`src/core/rscr_pkg.sv`:
```
// register map, field layout and reset values of the sync, preamble, format and channel registers
// assumes a byte-wide register port with 10-bit addresses driven by the device's host interface logic
package rscr_pkg;
   // register offsets
   localparam logic [9:0] SYNC_PATTERN_LOW_ADDR = 10'h10c;
   localparam logic [9:0] SYNC_PATTERN_MID_ADDR = 10'h10d;
   localparam logic [9:0] SYNC_PATTERN_HIGH_ADDR = 10'h10e;
   localparam logic [9:0] SYNC_MATCH_SETUP_ADDR = 10'h10f;
   localparam logic [9:0] PREAMBLE_DETECT_SETUP_ADDR = 10'h111;
   localparam logic [9:0] PACKET_FORMAT_SELECT_ADDR = 10'h13e;
   localparam logic [9:0] CHANNEL_TUNING_LOW_ADDR = 10'h300;
   localparam logic [9:0] CHANNEL_TUNING_MID_ADDR = 10'h301;
   localparam logic [9:0] CHANNEL_TUNING_HIGH_ADDR = 10'h302;
   localparam logic [9:0] TRANSMIT_DEVIATION_SETTING_ADDR = 10'h304;
   // reset values
   localparam logic [7:0] SYNC_PATTERN_LOW_RST = 8'h31;
   localparam logic [7:0] SYNC_PATTERN_MID_RST = 8'h7a;
   localparam logic [7:0] SYNC_PATTERN_HIGH_RST = 8'haa;
   localparam logic [7:0] SYNC_MATCH_SETUP_RST = 8'h18;
   localparam logic [7:0] PREAMBLE_DETECT_SETUP_RST = 8'h0b;
   localparam logic [7:0] PACKET_FORMAT_SELECT_RST = 8'h00;
   localparam logic [7:0] CHANNEL_TUNING_LOW_RST = 8'h80;
   localparam logic [7:0] CHANNEL_TUNING_MID_RST = 8'ha9;
   localparam logic [7:0] CHANNEL_TUNING_HIGH_RST = 8'h03;
   localparam logic [7:0] TRANSMIT_DEVIATION_SETTING_RST = 8'h32;
   // writable masks; reserved bits hold their reset value
   localparam logic [7:0] SYNC_MATCH_SETUP_WMASK = 8'h7f;
   localparam logic [7:0] PREAMBLE_DETECT_SETUP_WMASK = 8'h7f;
   localparam logic [7:0] TRANSMIT_DEVIATION_SETTING_WMASK = 8'h3f;
   // field positions
   localparam int SYNC_TOL_MSB = 6;
   localparam int SYNC_TOL_LSB = 5;
   localparam int SYNC_LEN_MSB = 4;
   localparam int SKIP_SYNC_BIT = 6;
   localparam int AGC_LOCK_BIT = 5;
   localparam int SKIP_PREAMBLE_BIT = 4;
   localparam int PREAMBLE_LEVEL_MSB = 3;
   localparam int TX_DEV_MSB = 5;
   // field limits
   localparam logic [4:0] SYNC_LEN_MAX = 5'h18;
   localparam logic [3:0] PREAMBLE_LEVEL_MAX = 4'hc;
   // frame format codes
   localparam logic [7:0] FMT_PKT_154 = 8'h00;
   localparam logic [7:0] FMT_RX_STREAM_154 = 8'h02;
   localparam logic [7:0] FMT_FSK_STREAM = 8'h03;
   localparam logic [7:0] FMT_FSK_PKT = 8'h04;
endpackage

```
`src/core/rscr_regs.sv`:
```
// sync pattern, preamble, frame format, channel tuning and transmit deviation register bank
// assumes a synchronous byte register port in the core clock domain (write and read strobes for one cycle)
// the decoded controls feed the correlator, gain control and synthesizer, all on the same core clock
// Summary of operation
// - sync pattern bits 23:16 live in their own byte register, reset 170.
// - sync pattern bits 15:8 and 7:0 come from two more byte registers, the full pattern is the three bytes joined.
// - bits 6:5 of the sync match setup give the number of bit errors, 0 to 3, allowed in a sync match.
// - bits 4:0 of the sync match setup, reset 24, give the compared pattern length; 0 disables detection, 25-31 reserved.
// - preamble setup bit 6 set skips sync detection, only in the fsk serial-stream format.
// - preamble setup bit 5 set freezes gain control after preamble, only in fsk packet or serial-stream formats.
// - preamble setup bit 4 set turns off preamble detection and qualification, searching only for the sync pattern.
// - preamble bits 3:0, reset 11, qualify over 12 bit-pairs: 0xc allows no errors, each lower code one more, 0 disables.
// - an 8-bit frame format code selects 15.4 packet (0), 15.4 receive stream (2), fsk stream (3) or fsk packet (4).
// - the channel is a 24-bit tuning word in 10 kHz units, split into low, middle and high bytes.
// - transmit deviation bits 5:0, reset 50, give deviation in 10 kHz steps; bits 7:6 reserved.
`timescale 1ns/100ps
`default_nettype none
module rscr_regs
(
   input wire logic core_clk_i,
   input wire logic rst_i,
   input wire logic wr_en_i,
   input wire logic rd_en_i,
   input wire logic [9:0] addr_i,
   input wire logic [7:0] wdata_i,
   output logic [7:0] rdata_o,
   output logic rd_valid_o,
   output logic [23:0] sync_pattern_o,
   output logic [4:0] sync_len_o,
   output logic [1:0] sync_tol_o,
   output logic sync_detect_en_o,
   output logic preamble_detect_en_o,
   output logic preamble_qual_en_o,
   output logic [3:0] preamble_err_allow_o,
   output logic agc_lock_after_preamble_o,
   output logic [7:0] frame_format_code_o,
   output logic fsk_mode_o,
   output logic [23:0] channel_tuning_word_o,
   output logic [5:0] tx_deviation_o
);
   // host-visible byte registers and their next values
   logic [7:0] sync_low_ff, sync_mid_ff, sync_high_ff, sync_match_ff, preamble_ff, format_ff;
   logic [7:0] chan_low_ff, chan_mid_ff, chan_high_ff, tx_dev_ff;
   logic [7:0] nxt_sync_low, nxt_sync_mid, nxt_sync_high, nxt_sync_match, nxt_preamble, nxt_format;
   logic [7:0] nxt_chan_low, nxt_chan_mid, nxt_chan_high, nxt_tx_dev;
   // read port state
   logic [7:0] rdata_ff, nxt_rdata;
   logic rd_valid_ff, nxt_rd_valid;
   // derived controls, registered so every output leaves a flip-flop
   logic [23:0] sync_pattern_ff, chan_word_ff;
   logic [4:0] sync_len_ff;
   logic [1:0] sync_tol_ff;
   logic sync_en_ff, pre_det_ff, pre_qual_ff, agc_lock_ff, fsk_ff;
   logic [3:0] pre_err_ff;
   logic [5:0] tx_out_ff;
   // next values of the derived controls
   logic [23:0] nxt_sync_pattern, nxt_chan_word;
   logic [4:0] nxt_sync_len;
   logic [1:0] nxt_sync_tol;
   logic nxt_sync_en, nxt_pre_det, nxt_pre_qual, nxt_agc_lock, nxt_fsk;
   logic [3:0] nxt_pre_err;
   logic [5:0] nxt_tx_out;

   // register writes; masked fields keep reserved bits at reset
   always_comb
   begin
      // every register keeps its value unless a write hits it
      nxt_sync_low = sync_low_ff;
      nxt_sync_mid = sync_mid_ff;
      nxt_sync_high = sync_high_ff;
      nxt_sync_match = sync_match_ff;
      nxt_preamble = preamble_ff;
      nxt_format = format_ff;
      nxt_chan_low = chan_low_ff;
      nxt_chan_mid = chan_mid_ff;
      nxt_chan_high = chan_high_ff;
      nxt_tx_dev = tx_dev_ff;
      if (wr_en_i)
      begin
         unique case (addr_i)
            rscr_pkg::SYNC_PATTERN_LOW_ADDR: nxt_sync_low = wdata_i;
            rscr_pkg::SYNC_PATTERN_MID_ADDR: nxt_sync_mid = wdata_i;
            rscr_pkg::SYNC_PATTERN_HIGH_ADDR: nxt_sync_high = wdata_i;
            // bit 7 is reserved and rebuilt from its reset value
            rscr_pkg::SYNC_MATCH_SETUP_ADDR:
               nxt_sync_match = (wdata_i & rscr_pkg::SYNC_MATCH_SETUP_WMASK)
                              | (rscr_pkg::SYNC_MATCH_SETUP_RST & ~rscr_pkg::SYNC_MATCH_SETUP_WMASK);
            // bit 7 is reserved; bits 6:0 hold the bypass switches and the match level
            rscr_pkg::PREAMBLE_DETECT_SETUP_ADDR:
               nxt_preamble = (wdata_i & rscr_pkg::PREAMBLE_DETECT_SETUP_WMASK)
                            | (rscr_pkg::PREAMBLE_DETECT_SETUP_RST & ~rscr_pkg::PREAMBLE_DETECT_SETUP_WMASK);
            rscr_pkg::PACKET_FORMAT_SELECT_ADDR: nxt_format = wdata_i;
            rscr_pkg::CHANNEL_TUNING_LOW_ADDR: nxt_chan_low = wdata_i;
            rscr_pkg::CHANNEL_TUNING_MID_ADDR: nxt_chan_mid = wdata_i;
            rscr_pkg::CHANNEL_TUNING_HIGH_ADDR: nxt_chan_high = wdata_i;
            // bits 7:6 are reserved and rebuilt from their reset value
            rscr_pkg::TRANSMIT_DEVIATION_SETTING_ADDR:
               nxt_tx_dev = (wdata_i & rscr_pkg::TRANSMIT_DEVIATION_SETTING_WMASK)
                          | (rscr_pkg::TRANSMIT_DEVIATION_SETTING_RST & ~rscr_pkg::TRANSMIT_DEVIATION_SETTING_WMASK);
            default: ; // unmapped writes are dropped
         endcase
      end
   end

   // register bank; a write lands on the edge that takes it, nothing is held back
   always_ff @(posedge core_clk_i)
   begin
      if (rst_i)
      begin
         sync_low_ff <= rscr_pkg::SYNC_PATTERN_LOW_RST;
         sync_mid_ff <= rscr_pkg::SYNC_PATTERN_MID_RST;
         sync_high_ff <= rscr_pkg::SYNC_PATTERN_HIGH_RST;
         sync_match_ff <= rscr_pkg::SYNC_MATCH_SETUP_RST;
         preamble_ff <= rscr_pkg::PREAMBLE_DETECT_SETUP_RST;
         format_ff <= rscr_pkg::PACKET_FORMAT_SELECT_RST;
         chan_low_ff <= rscr_pkg::CHANNEL_TUNING_LOW_RST;
         chan_mid_ff <= rscr_pkg::CHANNEL_TUNING_MID_RST;
         chan_high_ff <= rscr_pkg::CHANNEL_TUNING_HIGH_RST;
         tx_dev_ff <= rscr_pkg::TRANSMIT_DEVIATION_SETTING_RST;
      end
      else
      begin
         sync_low_ff <= nxt_sync_low;
         sync_mid_ff <= nxt_sync_mid;
         sync_high_ff <= nxt_sync_high;
         sync_match_ff <= nxt_sync_match;
         preamble_ff <= nxt_preamble;
         format_ff <= nxt_format;
         chan_low_ff <= nxt_chan_low;
         chan_mid_ff <= nxt_chan_mid;
         chan_high_ff <= nxt_chan_high;
         tx_dev_ff <= nxt_tx_dev;
      end
   end

   // read path: data appears one cycle after the strobe; unmapped reads return zero
   // a read and a write of one address on the same edge return the old value
   always_comb
   begin
      nxt_rd_valid = rd_en_i;
      nxt_rdata = rdata_ff;
      if (rd_en_i)
      begin
         unique case (addr_i)
            rscr_pkg::SYNC_PATTERN_LOW_ADDR: nxt_rdata = sync_low_ff;
            rscr_pkg::SYNC_PATTERN_MID_ADDR: nxt_rdata = sync_mid_ff;
            rscr_pkg::SYNC_PATTERN_HIGH_ADDR: nxt_rdata = sync_high_ff;
            rscr_pkg::SYNC_MATCH_SETUP_ADDR: nxt_rdata = sync_match_ff;
            rscr_pkg::PREAMBLE_DETECT_SETUP_ADDR: nxt_rdata = preamble_ff;
            rscr_pkg::PACKET_FORMAT_SELECT_ADDR: nxt_rdata = format_ff;
            rscr_pkg::CHANNEL_TUNING_LOW_ADDR: nxt_rdata = chan_low_ff;
            rscr_pkg::CHANNEL_TUNING_MID_ADDR: nxt_rdata = chan_mid_ff;
            rscr_pkg::CHANNEL_TUNING_HIGH_ADDR: nxt_rdata = chan_high_ff;
            rscr_pkg::TRANSMIT_DEVIATION_SETTING_ADDR: nxt_rdata = tx_dev_ff;
            default: nxt_rdata = 8'h00;
         endcase
      end
   end

   // rdata holds its last value between reads, so a slow host can still pick it up
   always_ff @(posedge core_clk_i)
   begin
      if (rst_i)
      begin
         rdata_ff <= 8'h00;
         rd_valid_ff <= 1'b0;
      end
      else
      begin
         rdata_ff <= nxt_rdata;
         rd_valid_ff <= nxt_rd_valid;
      end
   end

   // sync correlator controls
   // the skip bit is honoured only in the fsk serial-stream format, so a stale
   // setting left over from that mode cannot blind the 15.4 packet search
   always_comb
   begin
      logic is_fsk_stream;
      is_fsk_stream = (format_ff == rscr_pkg::FMT_FSK_STREAM);
      nxt_sync_pattern = {sync_high_ff, sync_mid_ff, sync_low_ff};
      nxt_sync_tol = sync_match_ff[rscr_pkg::SYNC_TOL_MSB:rscr_pkg::SYNC_TOL_LSB];
      nxt_sync_len = sync_match_ff[rscr_pkg::SYNC_LEN_MSB:0];
      // reserved lengths 25-31 are passed on as written; the correlator must cope
      nxt_sync_en = (nxt_sync_len != 5'h00)
                  && !(is_fsk_stream && preamble_ff[rscr_pkg::SKIP_SYNC_BIT]);
   end

   // registered so every correlator control leaves a flip-flop
   always_ff @(posedge core_clk_i)
   begin
      if (rst_i)
      begin
         sync_pattern_ff <= {rscr_pkg::SYNC_PATTERN_HIGH_RST, rscr_pkg::SYNC_PATTERN_MID_RST,
                             rscr_pkg::SYNC_PATTERN_LOW_RST};
         sync_tol_ff <= rscr_pkg::SYNC_MATCH_SETUP_RST[rscr_pkg::SYNC_TOL_MSB:rscr_pkg::SYNC_TOL_LSB];
         sync_len_ff <= rscr_pkg::SYNC_MATCH_SETUP_RST[rscr_pkg::SYNC_LEN_MSB:0];
         sync_en_ff <= 1'b1; // reset length is non-zero and format 0 ignores the skip bit
      end
      else
      begin
         sync_pattern_ff <= nxt_sync_pattern;
         sync_tol_ff <= nxt_sync_tol;
         sync_len_ff <= nxt_sync_len;
         sync_en_ff <= nxt_sync_en;
      end
   end

   // preamble search and gain control
   // errored pairs allowed = 12 - code; codes above 0xc are clamped to zero tolerance
   // rather than wrapping, which would otherwise grant a huge tolerance
   always_comb
   begin
      logic is_fsk_any;
      logic [3:0] level;
      // one fsk decode feeds both the gain lock and the fsk flag, so they cannot disagree
      is_fsk_any = (format_ff == rscr_pkg::FMT_FSK_STREAM)
                 || (format_ff == rscr_pkg::FMT_FSK_PKT);
      level = preamble_ff[rscr_pkg::PREAMBLE_LEVEL_MSB:0];
      nxt_agc_lock = is_fsk_any && preamble_ff[rscr_pkg::AGC_LOCK_BIT];
      // skip-preamble is not gated by format: it applies wherever a preamble is searched
      nxt_pre_det = !preamble_ff[rscr_pkg::SKIP_PREAMBLE_BIT];
      nxt_pre_qual = nxt_pre_det && (level != 4'h0);
      if (level >= rscr_pkg::PREAMBLE_LEVEL_MAX)
         nxt_pre_err = 4'h0;
      else if (level == 4'h0)
         nxt_pre_err = 4'h0;
      else
         nxt_pre_err = rscr_pkg::PREAMBLE_LEVEL_MAX - level;
      nxt_fsk = is_fsk_any;
   end

   // registered copies for the gain control and the preamble detector
   always_ff @(posedge core_clk_i)
   begin
      if (rst_i)
      begin
         agc_lock_ff <= 1'b0;
         pre_det_ff <= 1'b1;
         pre_qual_ff <= 1'b1;
         pre_err_ff <= 4'h1; // reset level 11 allows one errored pair
         fsk_ff <= 1'b0;
      end
      else
      begin
         agc_lock_ff <= nxt_agc_lock;
         pre_det_ff <= nxt_pre_det;
         pre_qual_ff <= nxt_pre_qual;
         pre_err_ff <= nxt_pre_err;
         fsk_ff <= nxt_fsk;
      end
   end

   // synthesizer and transmitter settings; partial tuning updates show at once,
   // so the host should write the three tuning bytes while the synthesizer is idle
   // reserved deviation bits never reach the transmitter
   always_comb
   begin
      nxt_chan_word = {chan_high_ff, chan_mid_ff, chan_low_ff};
      nxt_tx_out = tx_dev_ff[rscr_pkg::TX_DEV_MSB:0];
   end

   always_ff @(posedge core_clk_i)
   begin
      if (rst_i)
      begin
         chan_word_ff <= {rscr_pkg::CHANNEL_TUNING_HIGH_RST, rscr_pkg::CHANNEL_TUNING_MID_RST,
                          rscr_pkg::CHANNEL_TUNING_LOW_RST};
         tx_out_ff <= rscr_pkg::TRANSMIT_DEVIATION_SETTING_RST[rscr_pkg::TX_DEV_MSB:0];
      end
      else
      begin
         chan_word_ff <= nxt_chan_word;
         tx_out_ff <= nxt_tx_out;
      end
   end

   // outputs straight from flip-flops
   // the format code leaves its own register, one cycle ahead of its decodes
   assign rdata_o = rdata_ff;
   assign rd_valid_o = rd_valid_ff;
   assign sync_pattern_o = sync_pattern_ff;
   assign sync_len_o = sync_len_ff;
   assign sync_tol_o = sync_tol_ff;
   assign sync_detect_en_o = sync_en_ff;
   assign preamble_detect_en_o = pre_det_ff;
   assign preamble_qual_en_o = pre_qual_ff;
   assign preamble_err_allow_o = pre_err_ff;
   assign agc_lock_after_preamble_o = agc_lock_ff;
   assign frame_format_code_o = format_ff;
   assign fsk_mode_o = fsk_ff;
   assign channel_tuning_word_o = chan_word_ff;
   assign tx_deviation_o = tx_out_ff;
endmodule
`default_nettype wire
```
`config.mk`:
```
export PLATFORM = sky130hd
export DESIGN_NAME = rscr_regs
export DESIGN_NICKNAME = d
export VERILOG_FILES = /design/src/core/rscr_pkg.sv /design/src/core/rscr_regs.sv
export SDC_FILE = /design/constraint.sdc
export NUM_CORES = 1
export LEC_CHECK = 0
export BUFFER_PORTS_ARGS = -buffer_cell sky130_fd_sc_hd__buf_2
export CAP_MARGIN = 40
export CORE_MARGIN = 2
export CORE_UTILIZATION = 55
export CTS_CLUSTER_SIZE = 28
export DETAILED_ROUTE_END_ITERATION = 10
export PLACE_DENSITY = 0.79
export SLEW_MARGIN = 40
export SYNTH_ARGS = -nofsm -noshare
export SYNTH_HDL_FRONTEND = slang
export SYNTH_SLANG_ARGS = --single-unit
```
`constraint.sdc`:
```
create_clock -name core_clk_i -period 2.7 [get_ports core_clk_i]
set_clock_uncertainty 0.05 [all_clocks]
set_input_delay 0.54 -clock core_clk_i [delete_from_list [all_inputs] [get_ports core_clk_i]]
set_output_delay 0.54 -clock core_clk_i [all_outputs]
set_load 0.02 [all_outputs]
```
==> results.cfg <==
[logic_synthesis]
synth.avg_cell_area_um2 = 9.83
yosys.cell_types.count = 60
synthesis.area_mm2 = 0.00595
synth-seq-area-share = 0.522
synth_top_flop_cell = dfxtp_1
synth-edff-count = 0
synth_seq_cells = 155
synth_warnings = 0
syn-num-nets = 628
ys_async_sr_fraction = 0
synth_cells = 605

[routing]
drt-vias-per-instance = 5.69
drt_iter0_markers = 367
wl_per_cell_um = 18.6
antenna_left = 0
remaining_drc_errors = 0
finalWirelength_um = 15700
drtPass1Iterations = 5
route.vias.total = 4823

[clocking]
cts.sink_count = 155
cts_tree = yes
cts_resized = 0
h-tree-depth = 4
cts_hold_buf = 0
clkSlewWorstSetupHoldPaths_ns = 0.06
insertion_delay_ns = 0.53
post-cts-setup-buffers = 0
clockBufferDepth = 2
clockRootBuffer = clkbuf_8
cts_buffers = 17

[timing]
finalWorstSetupSlack_ns = 0.777
min_period_ns = 1.92
max_freq_mhz = 520
setup_tns_ns = 0
post-route-period-util = 0.712
slew_headroom = 0.541
rsz0062_at_grt = false
hold_viol_final = 0
worst_slew_pin_slew_ns = 0.688
setup_viol = 0
slew_viol_final = 0
whs_ns = 0.333

[floorplan]
die_height_um = 108
start_util = 0.571
core_area_mm2 = 0.0104
dieArea_mm2 = 0.0117
die_w_um = 108
top_level_ports = 109
rows = 37

[worst_setup_path]
cpMaxStageDelayCell = nor3_4
path_buf_inv = 2
critPathKind = in2reg
crit_family = simple AND/OR/NAND/NOR gates
crit_path_max_fanout = 15
worstSetupEndpointType = flop
slowest_delay_ns = 0.39
required_ns = 3.06
cp_cell_sequence = buf_2 -> buf_4 -> nor2_1 -> nand4b_1 -> nor3_4 -> nor2b_1 -> a211o_1
cp_num_cells = 7
r2r_cells = 4
worst_ep_arrival_time_ns = 2.28
worstSetupStartpointType = input port

[global_routing]
grt_use_total = 0.277
grt_start_max_net_pins = 105
overflow = 0
grt_pass1_vias = 4505
grt_pass1_wl_um = 24300
antenna_found_initial = 0

[power_and_ir_drop]
power_frac_clock = 0.483
swShare = 0.218
internal_power_mw = 3.77
power_mw = 4.81
comb_power_share = 0.040
switching_power_mw = 1.05
cellPowerDensity_mw_per_mm2 = 674
seqPwrFrac = 0.476
vdd_drop_max_mv = 0.378
p_leak_nw = 2.82

[status]
outcome = finished, final reports clean

[place]
place_ws_ns = 0.271
dp_cells = 818
gp_congestion = 0.924
detailed_place_hpwl_um = 10700
post_dp_cell_area_mm2 = 0.00656
io_buffers = 108

[finish]
n_fill_cell = 810
nets = 724
drive_gt1_frac = 0.268
final_util = 0.686
syn_to_final_growth_pct = 20.1
design_area_mm2 = 0.00714
n_antenna_cell = 0
stdcell_count = 848

[min_path]
hold_depth = 3
min_path_type = in2reg

[run]
drv_cap = 0
-- power groups by stage --
stage	Clock [mW]	Sequential (mW)	Combinational, mW
after detailed placement	0	2.34	0.188
after floorplan	0	2.35	0.115
after global placement	0	2.34	0.187
after global routing	2.45	2.29	0.205
final	2.33	2.29	0.194
after CTS	2.35	2.29	0.189
-- path summary, 6_finish.rpt --
kind                          from            endpoint  slack (ns)
setup / recovery         addr_i[0]        tx_dev_ff[5]        0.78
hold / removal          wdata_i[6]     sync_high_ff[6]        0.33
setup reg to reg  sync_match_ff[2]          rdata_o[2]        0.98
hold reg to reg    sync_high_ff[3]  sync_pattern_o[19]        0.41
-- logic make-up after synthesis --
kind of cell | synth area share
buffers and inverters | 0.0364
AOI/OAI and AO/OA | 0.155
and+or+nand+nor | 0.217
adders and majority gates | 0.00379
muxes | 0.0659
DFF | 0.522
-- sequential cells by signal (all words and copies together), names as in the netlist --
name                       cells
sync_low_ff                    8
agc_lock_after_preamble_o      1
frame_format_code_o            8
sync_match_ff                  7
sync_pattern_o                24
sync_tol_o                     2
preamble_detect_en_o           1
rd_valid_o                     1
chan_high_ff                   8
sync_mid_ff                    8
chan_low_ff                    8
rdata_o                        8
preamble_qual_en_o             1
sync_high_ff                   8
preamble_err_allow_o           4
preamble_ff                    7
tx_deviation_o                 6
channel_tuning_word_o         24
sync_len_o                     5
chan_mid_ff                    8
tx_dev_ff                      6
sync_detect_en_o               1
fsk_mode_o                     1
-- layout make-up --
class | instances | area, um2 | share of cell area
Timing Repair Buffer | 120 | 637 | 0.0892
Clock inverter | 11 | 145 | 0.0203
Tap cell | 136 | 170 | 0.0238
Multi-Input combinational cell | 400 | 2630 | 0.368
Inverter | 7 | 26.3 | 0.00368
Sequential cell | 155 | 3100 | 0.435
Clock buffer | 19 | 432 | 0.0605
-- Yosys cell counts, drive strengths merged, types with 3 or more instances --
master | number | area share
dfxtp | 155 | 0.52
inv | 7 | 0.0044
a21oi | 34 | 0.029
a211o | 22 | 0.032
nand3 | 6 | 0.0050
mux4 | 4 | 0.015
nor2 | 45 | 0.034
o21bai | 3 | 0.0038
o221ai | 3 | 0.0044
mux2i | 29 | 0.049
nand2 | 56 | 0.035
nand4 | 3 | 0.0032
nor3 | 6 | 0.0069
a22o | 8 | 0.012
o2bb2ai | 5 | 0.0074
or2 | 26 | 0.027
a211oi | 6 | 0.010
and2 | 5 | 0.0053
a22oi | 15 | 0.019
o21ai | 19 | 0.016
a221oi | 3 | 0.0044
nor3b | 4 | 0.0069
nand2b | 9 | 0.0095
buf | 15 | 0.014
nor2b | 59 | 0.062
clkbuf | 28 | 0.018
-- metal layers --
metal / track usage / part of all wire
met4: 0.114 / 0.030
met5: 0 / 0
met1: 0.361 / 0.41
met2: 0.429 / 0.47
met3: 0.0838 / 0.091
-- layout by cell type, fill, tap and decap left out, types with 4 or more instances in the layout --
cell type    n
nor2b_1     59
clkbuf_16   16
a22oi_1     15
o21ai_0     19
buf_4       12
a22o_1       8
and2_1       5
inv_1        7
nor2_1      40
mux2i_1     29
buf_2      107
nand3_1      6
or2_2       25
nand2b_1     9
a21oi_1     34
mux4_2       4
o2bb2ai_1    5
nor3_1       5
nand2_1     56
dfxtp_1    155
a211o_1     22
-- worst reg2reg max path: stages (launching register included) --
cell and delay [ns]:
dfxtp_1 0.33, mux4_2 0.50, a22o_1 0.28, a222oi_1 0.30, a211oi_1 0.12
Power figures use the tool's default switching activity.
